### src/ums_pkg.sv
// package for the one-hot mode selector
package ums_pkg;

    // ------------------------------------------------------------
    // clocking and timebase
    // ------------------------------------------------------------
    localparam int unsigned CLK_HZ = 25000000;
    localparam int unsigned TICK_MS = 10;
    localparam int unsigned TICK_CYCLES = CLK_HZ / 1000 * TICK_MS;
    localparam int unsigned DISC_MAX_MS = 10000;
    localparam int unsigned DISC_MAX_STEPS = DISC_MAX_MS / TICK_MS;
    localparam int unsigned DISC_W = 10;
    localparam int unsigned MAX_N = 8;

    // ------------------------------------------------------------
    // register map (byte addresses)
    // ------------------------------------------------------------
    localparam logic [11:0] ADDR_CTRL = 12'h000;
    localparam logic [11:0] ADDR_DISC = 12'h004;
    localparam logic [11:0] ADDR_FPAT = 12'h008;
    localparam logic [11:0] ADDR_STAT = 12'h00c;
    localparam logic [11:0] ADDR_IRQ_STAT = 12'h010;
    localparam logic [11:0] ADDR_IRQ_MASK = 12'h014;

    // ctrl fields
    localparam int unsigned CTRL_RUN_BIT = 0;
    localparam int unsigned CTRL_USE_FAULT_BIT = 1;

    // irq bits
    localparam int unsigned IRQ_FAULT_SET = 0;
    localparam int unsigned IRQ_FAULT_CLR = 1;
    localparam int unsigned IRQ_CHANGE = 2;
    localparam int unsigned IRQ_W = 3;

    // reset values
    localparam logic [1:0] CTRL_RST = 2'h2;
    localparam logic [DISC_W-1:0] DISC_RST = 10'h000;
    localparam logic [MAX_N-1:0] FPAT_RST = 8'h00;
    localparam logic [IRQ_W-1:0] IRQ_MASK_RST = 3'h0;

    // ------------------------------------------------------------
    // types
    // ------------------------------------------------------------
    typedef enum logic [2:0]
    {
        UMS_STOP = 3'b001,
        UMS_FIRST = 3'b010,
        UMS_RUN = 3'b100
    } ums_mode_type;

    typedef struct packed
    {
        logic [31:0] paddr;
        logic psel;
        logic penable;
        logic pwrite;
        logic [31:0] pwdata;
    } ums_apb_req_type;

    typedef struct packed
    {
        logic [31:0] prdata;
        logic pready;
        logic pslverr;
    } ums_apb_rsp_type;

endpackage : ums_pkg

### src/ums_selector.sv
// one-hot mode selector with discrepancy timing, fault pattern and apb registers
`timescale 1ns/1ns

// How it works
// - one select input high drives the matching output high and all others low.
// - the width N is a parameter from two to eight, outputs equal to inputs.
// - with zero or several inputs high the last valid outputs are held during discrepancy.
// - an invalid combination lasting the full discrepancy time raises fault and fault pattern.
// - invalid inputs in the first cycle after stop-to-run fault at once.
// - discrepancy time is 0 to 10 s in 10 ms steps.
// - while faulted each output takes its bit of the configured fault pattern.
module ums_selector
    import ums_pkg::*;
#(
    parameter int unsigned N = 8,
    parameter int unsigned TICK_LEN = TICK_CYCLES
)
(
    // clock and reset
    input wire logic mclk,
    input wire logic resetn,
    // apb slave
    input wire ums_apb_req_type apb_req,
    output ums_apb_rsp_type apb_rsp,
    // mode selection
    input wire logic [N-1:0] sel_in,
    output logic [N-1:0] sel_out,
    output logic fault_present,
    // interrupt
    output logic irq
);

    // ------------------------------------------------------------
    // state
    // ------------------------------------------------------------
    typedef struct packed
    {
        ums_mode_type mode;
        logic run;
        logic use_fault;
        logic [DISC_W-1:0] disc;
        logic [MAX_N-1:0] fpat;
        logic [31:0] tick_cnt;
        logic [DISC_W-1:0] steps;
        logic [N-1:0] last;
        logic [N-1:0] out;
        logic fault;
        logic [IRQ_W-1:0] istat;
        logic [IRQ_W-1:0] imask;
        logic [31:0] prdata;
    } ums_state_type;

    ums_state_type st;
    ums_state_type next_st;

    // ------------------------------------------------------------
    // helpers
    // ------------------------------------------------------------
    function automatic logic ums_one_hot(input logic [N-1:0] v);
        logic found;
        logic many;
        found = 1'b0;
        many = 1'b0;
        for (int i = 0; i < N; i++)
        begin
            if (v[i])
            begin
                many = many | found;
                found = 1'b1;
            end
        end
        return found & ~many;
    endfunction : ums_one_hot

    logic valid;
    logic tick;
    logic wr;
    logic rd;
    logic [11:0] addr;
    logic addr_ok;
    logic [N-1:0] fault_out;

    assign valid = ums_one_hot(sel_in);
    assign tick = (st.tick_cnt == TICK_LEN - 1);
    assign addr = apb_req.paddr[11:0];
    assign wr = apb_req.psel & apb_req.penable & apb_req.pwrite;
    assign rd = apb_req.psel & ~apb_req.penable & ~apb_req.pwrite;
    assign fault_out = st.fpat[N-1:0];

    always_comb
    begin
        unique case (addr)
            ADDR_CTRL, ADDR_DISC, ADDR_FPAT, ADDR_STAT, ADDR_IRQ_STAT, ADDR_IRQ_MASK:
                addr_ok = (apb_req.paddr[31:12] == 20'h00000);
            default:
                addr_ok = 1'b0;
        endcase
    end

    // ------------------------------------------------------------
    // next state
    // ------------------------------------------------------------
    always_comb
    begin
        logic [IRQ_W-1:0] ev;
        logic [IRQ_W-1:0] wclr;
        logic [DISC_W-1:0] dval;
        next_st = st;
        ev = '0;
        wclr = '0;
        dval = '0;

        // register writes
        if (wr && addr_ok)
        begin
            unique case (addr)
                ADDR_CTRL:
                begin
                    next_st.run = apb_req.pwdata[CTRL_RUN_BIT];
                    next_st.use_fault = apb_req.pwdata[CTRL_USE_FAULT_BIT];
                end
                ADDR_DISC:
                begin
                    dval = apb_req.pwdata[DISC_W-1:0];
                    // clamp to the 10 s ceiling
                    if (dval > DISC_W'(DISC_MAX_STEPS))
                        next_st.disc = DISC_W'(DISC_MAX_STEPS);
                    else
                        next_st.disc = dval;
                end
                ADDR_FPAT:
                    next_st.fpat = apb_req.pwdata[MAX_N-1:0];
                ADDR_IRQ_STAT:
                    wclr = apb_req.pwdata[IRQ_W-1:0];
                ADDR_IRQ_MASK:
                    next_st.imask = apb_req.pwdata[IRQ_W-1:0];
                default:
                    next_st.imask = st.imask;
            endcase
        end

        // 10 ms timebase
        if (tick)
            next_st.tick_cnt = '0;
        else
            next_st.tick_cnt = st.tick_cnt + 32'h1;

        unique case (st.mode)
            UMS_STOP:
            begin
                next_st.out = '0;
                next_st.fault = 1'b0;
                next_st.steps = '0;
                if (st.run)
                    next_st.mode = UMS_FIRST;
            end
            UMS_FIRST:
            begin
                next_st.mode = UMS_RUN;
                next_st.steps = '0;
                if (valid)
                begin
                    next_st.out = sel_in;
                    next_st.last = sel_in;
                end
                else
                begin
                    next_st.fault = 1'b1;
                    next_st.out = fault_out;
                    ev[IRQ_FAULT_SET] = 1'b1;
                end
            end
            UMS_RUN:
            begin
                if (valid)
                begin
                    next_st.steps = '0;
                    next_st.out = sel_in;
                    next_st.last = sel_in;
                    if (st.fault)
                    begin
                        next_st.fault = 1'b0;
                        ev[IRQ_FAULT_CLR] = 1'b1;
                    end
                    if (sel_in != st.last)
                        ev[IRQ_CHANGE] = 1'b1;
                end
                else if (st.fault)
                    next_st.out = fault_out;
                else if (st.steps >= st.disc)
                begin
                    next_st.fault = 1'b1;
                    next_st.out = fault_out;
                    ev[IRQ_FAULT_SET] = 1'b1;
                end
                else
                begin
                    next_st.out = st.last;
                    if (tick)
                        next_st.steps = st.steps + DISC_W'(1);
                end
                if (!st.run)
                    next_st.mode = UMS_STOP;
            end
            default:
                next_st.mode = UMS_STOP;
        endcase

        // sticky status, set beats clear
        next_st.istat = (st.istat & ~wclr) | ev;

        // read data captured in setup phase, unmapped reads give zero
        if (rd && !addr_ok)
            next_st.prdata = '0;
        else if (rd)
        begin
            unique case (addr)
                ADDR_CTRL:
                    next_st.prdata = {30'h0, st.use_fault, st.run};
                ADDR_DISC:
                    next_st.prdata = {22'h0, st.disc};
                ADDR_FPAT:
                    next_st.prdata = {24'h0, st.fpat};
                ADDR_STAT:
                    next_st.prdata = {MAX_N'(st.out), 5'h0, st.mode[2],
                        st.fault, st.run, 6'h0, st.steps};
                ADDR_IRQ_STAT:
                    next_st.prdata = {29'h0, st.istat};
                ADDR_IRQ_MASK:
                    next_st.prdata = {29'h0, st.imask};
                default:
                    next_st.prdata = '0;
            endcase
        end
    end

    // ------------------------------------------------------------
    // registers
    // ------------------------------------------------------------
    always_ff @(posedge mclk or negedge resetn)
    begin
        if (!resetn)
        begin
            st.mode <= UMS_STOP;
            st.run <= CTRL_RST[CTRL_RUN_BIT];
            st.use_fault <= CTRL_RST[CTRL_USE_FAULT_BIT];
            st.disc <= DISC_RST;
            st.fpat <= FPAT_RST;
            st.tick_cnt <= '0;
            st.steps <= '0;
            st.last <= '0;
            st.out <= '0;
            st.fault <= 1'b0;
            st.istat <= '0;
            st.imask <= IRQ_MASK_RST;
            st.prdata <= '0;
        end
        else
        begin
            st <= next_st;
        end
    end

    // ------------------------------------------------------------
    // outputs
    // ------------------------------------------------------------
    assign sel_out = st.out;
    assign fault_present = st.fault & st.use_fault;
    assign irq = |(st.istat & st.imask);
    assign apb_rsp.prdata = st.prdata;
    assign apb_rsp.pready = 1'b1;
    assign apb_rsp.pslverr = apb_req.psel & apb_req.penable & ~addr_ok;

endmodule : ums_selector

### config.mk
export PLATFORM = sky130hd
export DESIGN_NAME = ums_selector
export DESIGN_NICKNAME = d
export VERILOG_FILES = /design/src/ums_pkg.sv /design/src/ums_selector.sv
export SDC_FILE = /design/constraint.sdc
export NUM_CORES = 1
export LEC_CHECK = 0
export BUFFER_PORTS_ARGS = -buffer_cell sky130_fd_sc_hd__buf_2
export CORE_AREA = 10 10 122 124
export DETAILED_ROUTE_END_ITERATION = 16
export DIE_AREA = 0 0 132 134
export PLACE_DENSITY = 0.82
export REMOVE_ABC_BUFFERS = 1
export SLEW_MARGIN = 20
export SYNTH_ARGS = -nofsm -noshare
export SYNTH_HDL_FRONTEND = slang
export SYNTH_SLANG_ARGS = --single-unit
### constraint.sdc
create_clock -name mclk -period 2.5 [get_ports mclk]
set_clock_uncertainty 0.1 [all_clocks]
set_input_delay 0.25 -clock mclk [delete_from_list [all_inputs] [get_ports mclk]]
set_output_delay 0.25 -clock mclk [all_outputs]
set_load 0.1 [all_outputs]
==> results.ini, run 1 <==
[run_status]
status = finished clean

[routing]
wl_um = 15700
ant_nets = 0
first_pass_iters = 7
vias = 5126
drc = 0
wl_per_cell_um = 17.7
drtIter0Drc = 510
avgViaCountPerCell = 5.78

[synthesis]
synthCells = 644
yosysMostFrequentCell = dfrtp_1
synth_cell_type_count = 66
synth_edf_count = 0
yosys-top-cells-area = dfrtp_1, buf_4, nand2_1
seq_area_frac_synth_pct = 43.6
ys_warn_count = 0
synth_top_cell_by_area = dfrtp_1
synth_commonest_cells = dfrtp_1, nand2_1, buf_4, nor2_1, xnor2_1
synth_area_um2 = 6270
synth_top_area_share_pct = 42.7
synth.avg_cell_area_um2 = 9.73
ys_seq_elements = 109
async_flop_share_pct = 100
ys.flop_type = dfrtp_1

[power]
pwr-share-comb_pct = 7.5
powerDensity_nw_per_um2 = 506
netSwitchingPower_uw = 877
p_int_uw = 2710
power.leakage_uw = 0.00341
swShare_pct = 24.4
p_seq_share_pct = 49.2
ir_worst_vdd_uv = 352
pwr-share-clk_pct = 43.3

[final_layout]
area_growth_syn_to_layout_pct = 13.0
multiInputGateArea_um2 = 3070
finalInstanceArea_um2 = 7080
drive_gt1_share_pct = 24.8
register_area_um2 = 2730
fin_nets = 799
diodes = 0
utilization_pct = 56.8
fillers = 1043

[sta]
max_slew_margin_pct = 54.2
timing_max_transition_violations_final = 0
final.period_utilization_pct = 96.5
max_freq_mhz = 414
hold_viol = 0
holdWs_ns = 0.0425
worstMarginPinSlew_ns = 0.686
tns_ns = 0
finalSetupViolCount = 0
finalCriticalPeriod_ns = 2.41

[critical_path]
path_max_fanout = 5
cp-start-kind = register
reg2regPathDepth = 8
crit_type = register to register
endpoint_kind = register
worstPathRequired_ns = 2.64
cp.arrival_ns = 2.56

[grt]
grt_max_degree = 45
grt_pass1_wl_um = 25700
antenna_found_initial = 0
grt_pass1_vias = 5177
overflow = 0
grt_usage_pct = 17.4

[floorplanning]
die_y_um = 134
rows = 41
ios = 121
coreArea_um2 = 12500
dieArea_um2 = 17700
die_w_um = 132
initial_core_util_pct = 50.3

[cts]
clk_latency_ns = 0.36
cts_buffers = 9
cts.path.max_buffers = 2
clock_sinks = 109
clkTransAtPathRegs_ns = 0.07
cts_max_level = 3
cts_tree = yes
cts_root_buffer = clkbuf_16

[place]
routabilityCongestion = 0.918
io_buffers = 86
dp_hpwl_um = 11800
dpl_cell_area_um2 = 6720

[worst_hold_path]
hold_path.class = primary input to register
worstHoldPathCells = 2

[flow_run]
cap_violations = 0

[stage by stage]
step,setup WS [ns],cells,total power (uW)
2_1_floorplan,0.0349,583,1940
3_3_place_gp,0.102,869,2060
3_5_place_dp,-0.00904,869,2070
4_1_cts,0.0424,886,3610
5_1_grt,-0.00287,887,3720
6_report,0.0866,887,3590
[cell usage in the layout (no fill, tap or decap), types with 13 or more instances in the layout]
master,count
dfrtp_1,107
buf_2,85
nand2_1,80
nor2_1,33
xnor2_1,29
buf_4,29
o21ai_0,27
mux2_2,26
nand4_1,20
inv_1,20
nand3_1,19
a22o_1,15
a21oi_1,13
[timing repair]
| item | in CTS | in global routing |
|---|---|---|
| hold buffers | 1 | 0 |
| setup endpoints to repair | 0 | 12 |
| gates resized for setup | 0 | 6 |
| endpoints found under the hold margin | 40 | 0 |
| setup buffers | 0 | 1 |
[cells by family after synthesis]
logic type / count (synthesis) / synth area share [%]
and+or+nand+nor: 235 / 19.4
other: 2 / 0.120
AOI/OAI and AO/OA: 117 / 13.3
xor gates and xnor gates: 41 / 5.73
DFF: 109 / 43.6
buffers and inverters: 91 / 8.54
adders and majority gates: 13 / 2.55
muxes: 36 / 6.87
[sequential cells by signal, indices dropped and copies added (netlist names)]
signal / flops
st: 72
apb_rsp: 21
fault_out: 8
sel_out: 8
[final cells by class]
| cell class | count | share of cell area (%) |
|---|---|---|
| well taps | 172 | 3.04 |
| clock inverters | 7 | 1.41 |
| clock buffers | 9 | 3.18 |
| repair buffers | 116 | 9.50 |
| inverters | 20 | 1.06 |
| flip-flops and latches | 109 | 38.5 |
| multi-input cells | 454 | 43.3 |
[critical path, stage by stage (launching register included)]
cell,delay [ns]
dfrtp_1,0.37
inv_1,0.05
ha_1,0.28
a211oi_1,0.30
o21bai_2,0.17
a211oi_4,0.29
a21oi_2,0.14
o21a_1,0.24
a221o_1,0.36
[layer usage]
metal	global-route usage [%]	vias up	share of wire [%]
met2	30.5	182	51
li1	-	2395	-
met1	20.3	2512	40
met5	0	-	0
met3	4.00	37	5.5
met4	6.61	0	2.8
[final timing paths]
check | from | to | slack [ns]
max | st[112] | sel_out[6] | 0.09
min | apb_req[9] | st[114] | 0.04
max reg2reg | st[112] | sel_out[6] | 0.09
min reg2reg | apb_rsp[6] | apb_rsp[6] | 0.37
max in group asynchronous | resetn | st[52] | 1.29
min in group asynchronous | resetn | st[92] | 0.33
[power groups by stage]
stage	Clock [uW]	Combinational, uW	Sequential (uW)
2_1_floorplan	0	129	1810
3_3_place_gp	0	260	1800
3_5_place_dp	0	267	1800
4_1_cts	1580	270	1760
5_1_grt	1660	290	1760
6_report	1550	269	1760
(Power assumes the default switching activity.)
==> inputs of run 2 (changes only) <==
--- a/config.mk
+++ b/config.mk
@@ -5,7 +5,7 @@
 export SDC_FILE = /design/constraint.sdc
 export NUM_CORES = 1
 export LEC_CHECK = 0
-export BUFFER_PORTS_ARGS = -buffer_cell sky130_fd_sc_hd__buf_2
+export BUFFER_PORTS_ARGS = -buffer_cell sky130_fd_sc_hd__buf_4
 export CORE_AREA = 10 10 122 124
 export DETAILED_ROUTE_END_ITERATION = 16
 export DIE_AREA = 0 0 132 134
==> run 2 against run 1 <==
Sequential share of layout area down 0.89 points. Clock-buffer cell count increased by 2. Fmax is 1.8% higher. Global-route usage hardly changed. Critical path type unchanged.
==> results.ini, run 2 (synthesized netlist as in run 1, its figures left out) <==
[place]
io_buffers = 86  ; unchanged
routabilityCongestion = 0.963  ; +4.9%
dp_hpwl_um = 11800  ; -0.10%
dpl_cell_area_um2 = 6910  ; +2.9%

[sta]
timing_max_transition_violations_final = 0  ; unchanged
final.period_utilization_pct = 94.9  ; -1.7 points
worstMarginPinSlew_ns = 0.656  ; -0.0301 ns
max_slew_margin_pct = 56.2  ; +2.0 points
finalCriticalPeriod_ns = 2.37  ; -0.0419 ns
hold_viol = 0  ; unchanged
tns_ns = 0  ; unchanged
finalSetupViolCount = 0  ; unchanged
rsz0062_at_grt = no
max_freq_mhz = 422  ; +1.8%

[final_layout]
finalInstanceArea_um2 = 7250  ; +2.4%
diodes = 0  ; unchanged
regMostFlops = st
utilization_pct = 58.2  ; +1.3 points
drive_gt1_share_pct = 24.4  ; -0.39 points
final_common_cell = buf_4
fin_nets = 798  ; -0.13%
area_growth_syn_to_layout_pct = 15.7
largest_reg_flops = 72  ; unchanged
final_cell_mix = buf_4, dfrtp_1, nand2_1

[grt]
overflow = 0  ; unchanged
grt_max_degree = 51  ; +13%
antenna_found_initial = 0  ; unchanged
grt_pass1_wl_um = 25600  ; -0.27%
grt_usage_pct = 17.4  ; -0.034 points
grt_pass1_vias = 5273  ; +1.9%

[critical_path]
cp.arrival_ns = 2.51  ; -0.05 ns
endpoint_kind = register
crit_type = register to register
reg2reg_from = st[112]
critPathSlowestCell = dfrtp_1
worst-path-buf-inv = 2  ; +1
worstPathCellList = inv_1 -> ha_1 -> a211oi_1 -> o21bai_1 -> a211oi_2 -> buf_4 -> a21oi_1 -> o21a_1 -> a221o_1
worstPathRequired_ns = 2.64  ; about the same
critPathLaunch = st[112]
cp-start-kind = register
cp_top_family = compound AO/OA/AOI/OAI gates
path_max_fanout = 5  ; unchanged
cpPeakStageDelay_ns = 0.39  ; +0.02 ns

[worst_hold_path]
hold_path.startpoint = apb_req[8]
hold_path.class = primary input to register

[routing]
avgViaCountPerCell = 5.70  ; -1.3%
wl_um = 15500  ; -1.0%
vias = 5054  ; -1.4%
wl_per_cell_um = 17.5  ; -0.90%
drc = 0  ; unchanged
first_pass_iters = 6  ; -1
drtIter0Drc = 448  ; -12%
ant_nets = 0  ; unchanged

[cts]
cts_tree = yes
cts_buffers = 9  ; unchanged
cts_max_level = 3  ; unchanged
clk_latency_ns = 0.36  ; about the same
clkTransAtPathRegs_ns = 0.07  ; about the same
clock_sinks = 109  ; unchanged
cts_root_buffer = clkbuf_16
cts.path.max_buffers = 2  ; unchanged

[power]
powerDensity_nw_per_um2 = 485  ; -4.1%
ir_worst_vdd_uv = 470  ; +33%
power.leakage_uw = 0.00343  ; +0.50%

[floorplanning]
die_w_um = 132  ; unchanged
die_y_um = 134  ; unchanged
initial_core_util_pct = 50.3  ; unchanged
ios = 121  ; unchanged
dieArea_um2 = 17700  ; unchanged
coreArea_um2 = 12500  ; unchanged
rows = 41  ; unchanged

[flow_run]
cap_violations = 0  ; unchanged

[run_status]
status = finished clean

-- run 2: cell type report --
| type | instances | area, um^2 |
|---|---|---|
| Tap cell | 172 | 215 |
| Inverter | 20 | 75.1 |
| Clock inverter | 5 | 58.8 |
| Fill cell | 1045 | 5210 |
| Multi-Input combinational cell | 454 | 3050 |
| Sequential cell | 109 | 2730 |
| Clock buffer | 11 | 243 |
| Timing Repair Buffer | 115 | 878 |
-- run 2: what timing repair did --
| item | in CTS | in global routing |
|---|---|---|
| gates resized for setup | 0 | 4 |
| setup buffers | 0 | 2 |
| hold buffers | 1 | 0 |
| hold endpoints to repair | 39 | 0 |
| setup endpoints to repair | 0 | 16 |
-- run 2: routing by layer --
metal,track usage [%],up-vias,routed length (um)
li1,-,2380,-
met1,20.2,2469,6330
met2,30.5,173,7880
met3,4.78,32,913
met4,5.50,0,371
met5,0,-,0
-- run 2: where the power goes --
| group | internal [uW] | switching [uW] |
|---|---|---|
| clock | 807 | 656 |
| combinational | 89.1 | 203 |
| sequential | 1760 | 1.68 |
-- run 2: per-stage QoR --
step	hold slack (ns)	std cells	setup slack [ns]	power (uW)
floorplan	-0.146	583	0.0349	1940
global placement	0.168	867	0.158	2080
detailed placement	0.177	867	0.0410	2090
CTS	0.0325	884	0.0291	3540
global route	0.0430	886	0.00980	3630
finish	0.0436	886	0.129	3520
-- run 2: worst paths after layout --
path                                to  slack [ns]  cells past startpoint
hold / removal                 st[113]        0.04                      2
setup reg to reg            sel_out[6]        0.13                      9
setup / recovery            sel_out[6]        0.13                      9
hold reg to reg             apb_rsp[7]        0.37                      2
min in group asynchronous  apb_rsp[28]        0.34                      2
max in group asynchronous      st[117]        1.22                      3
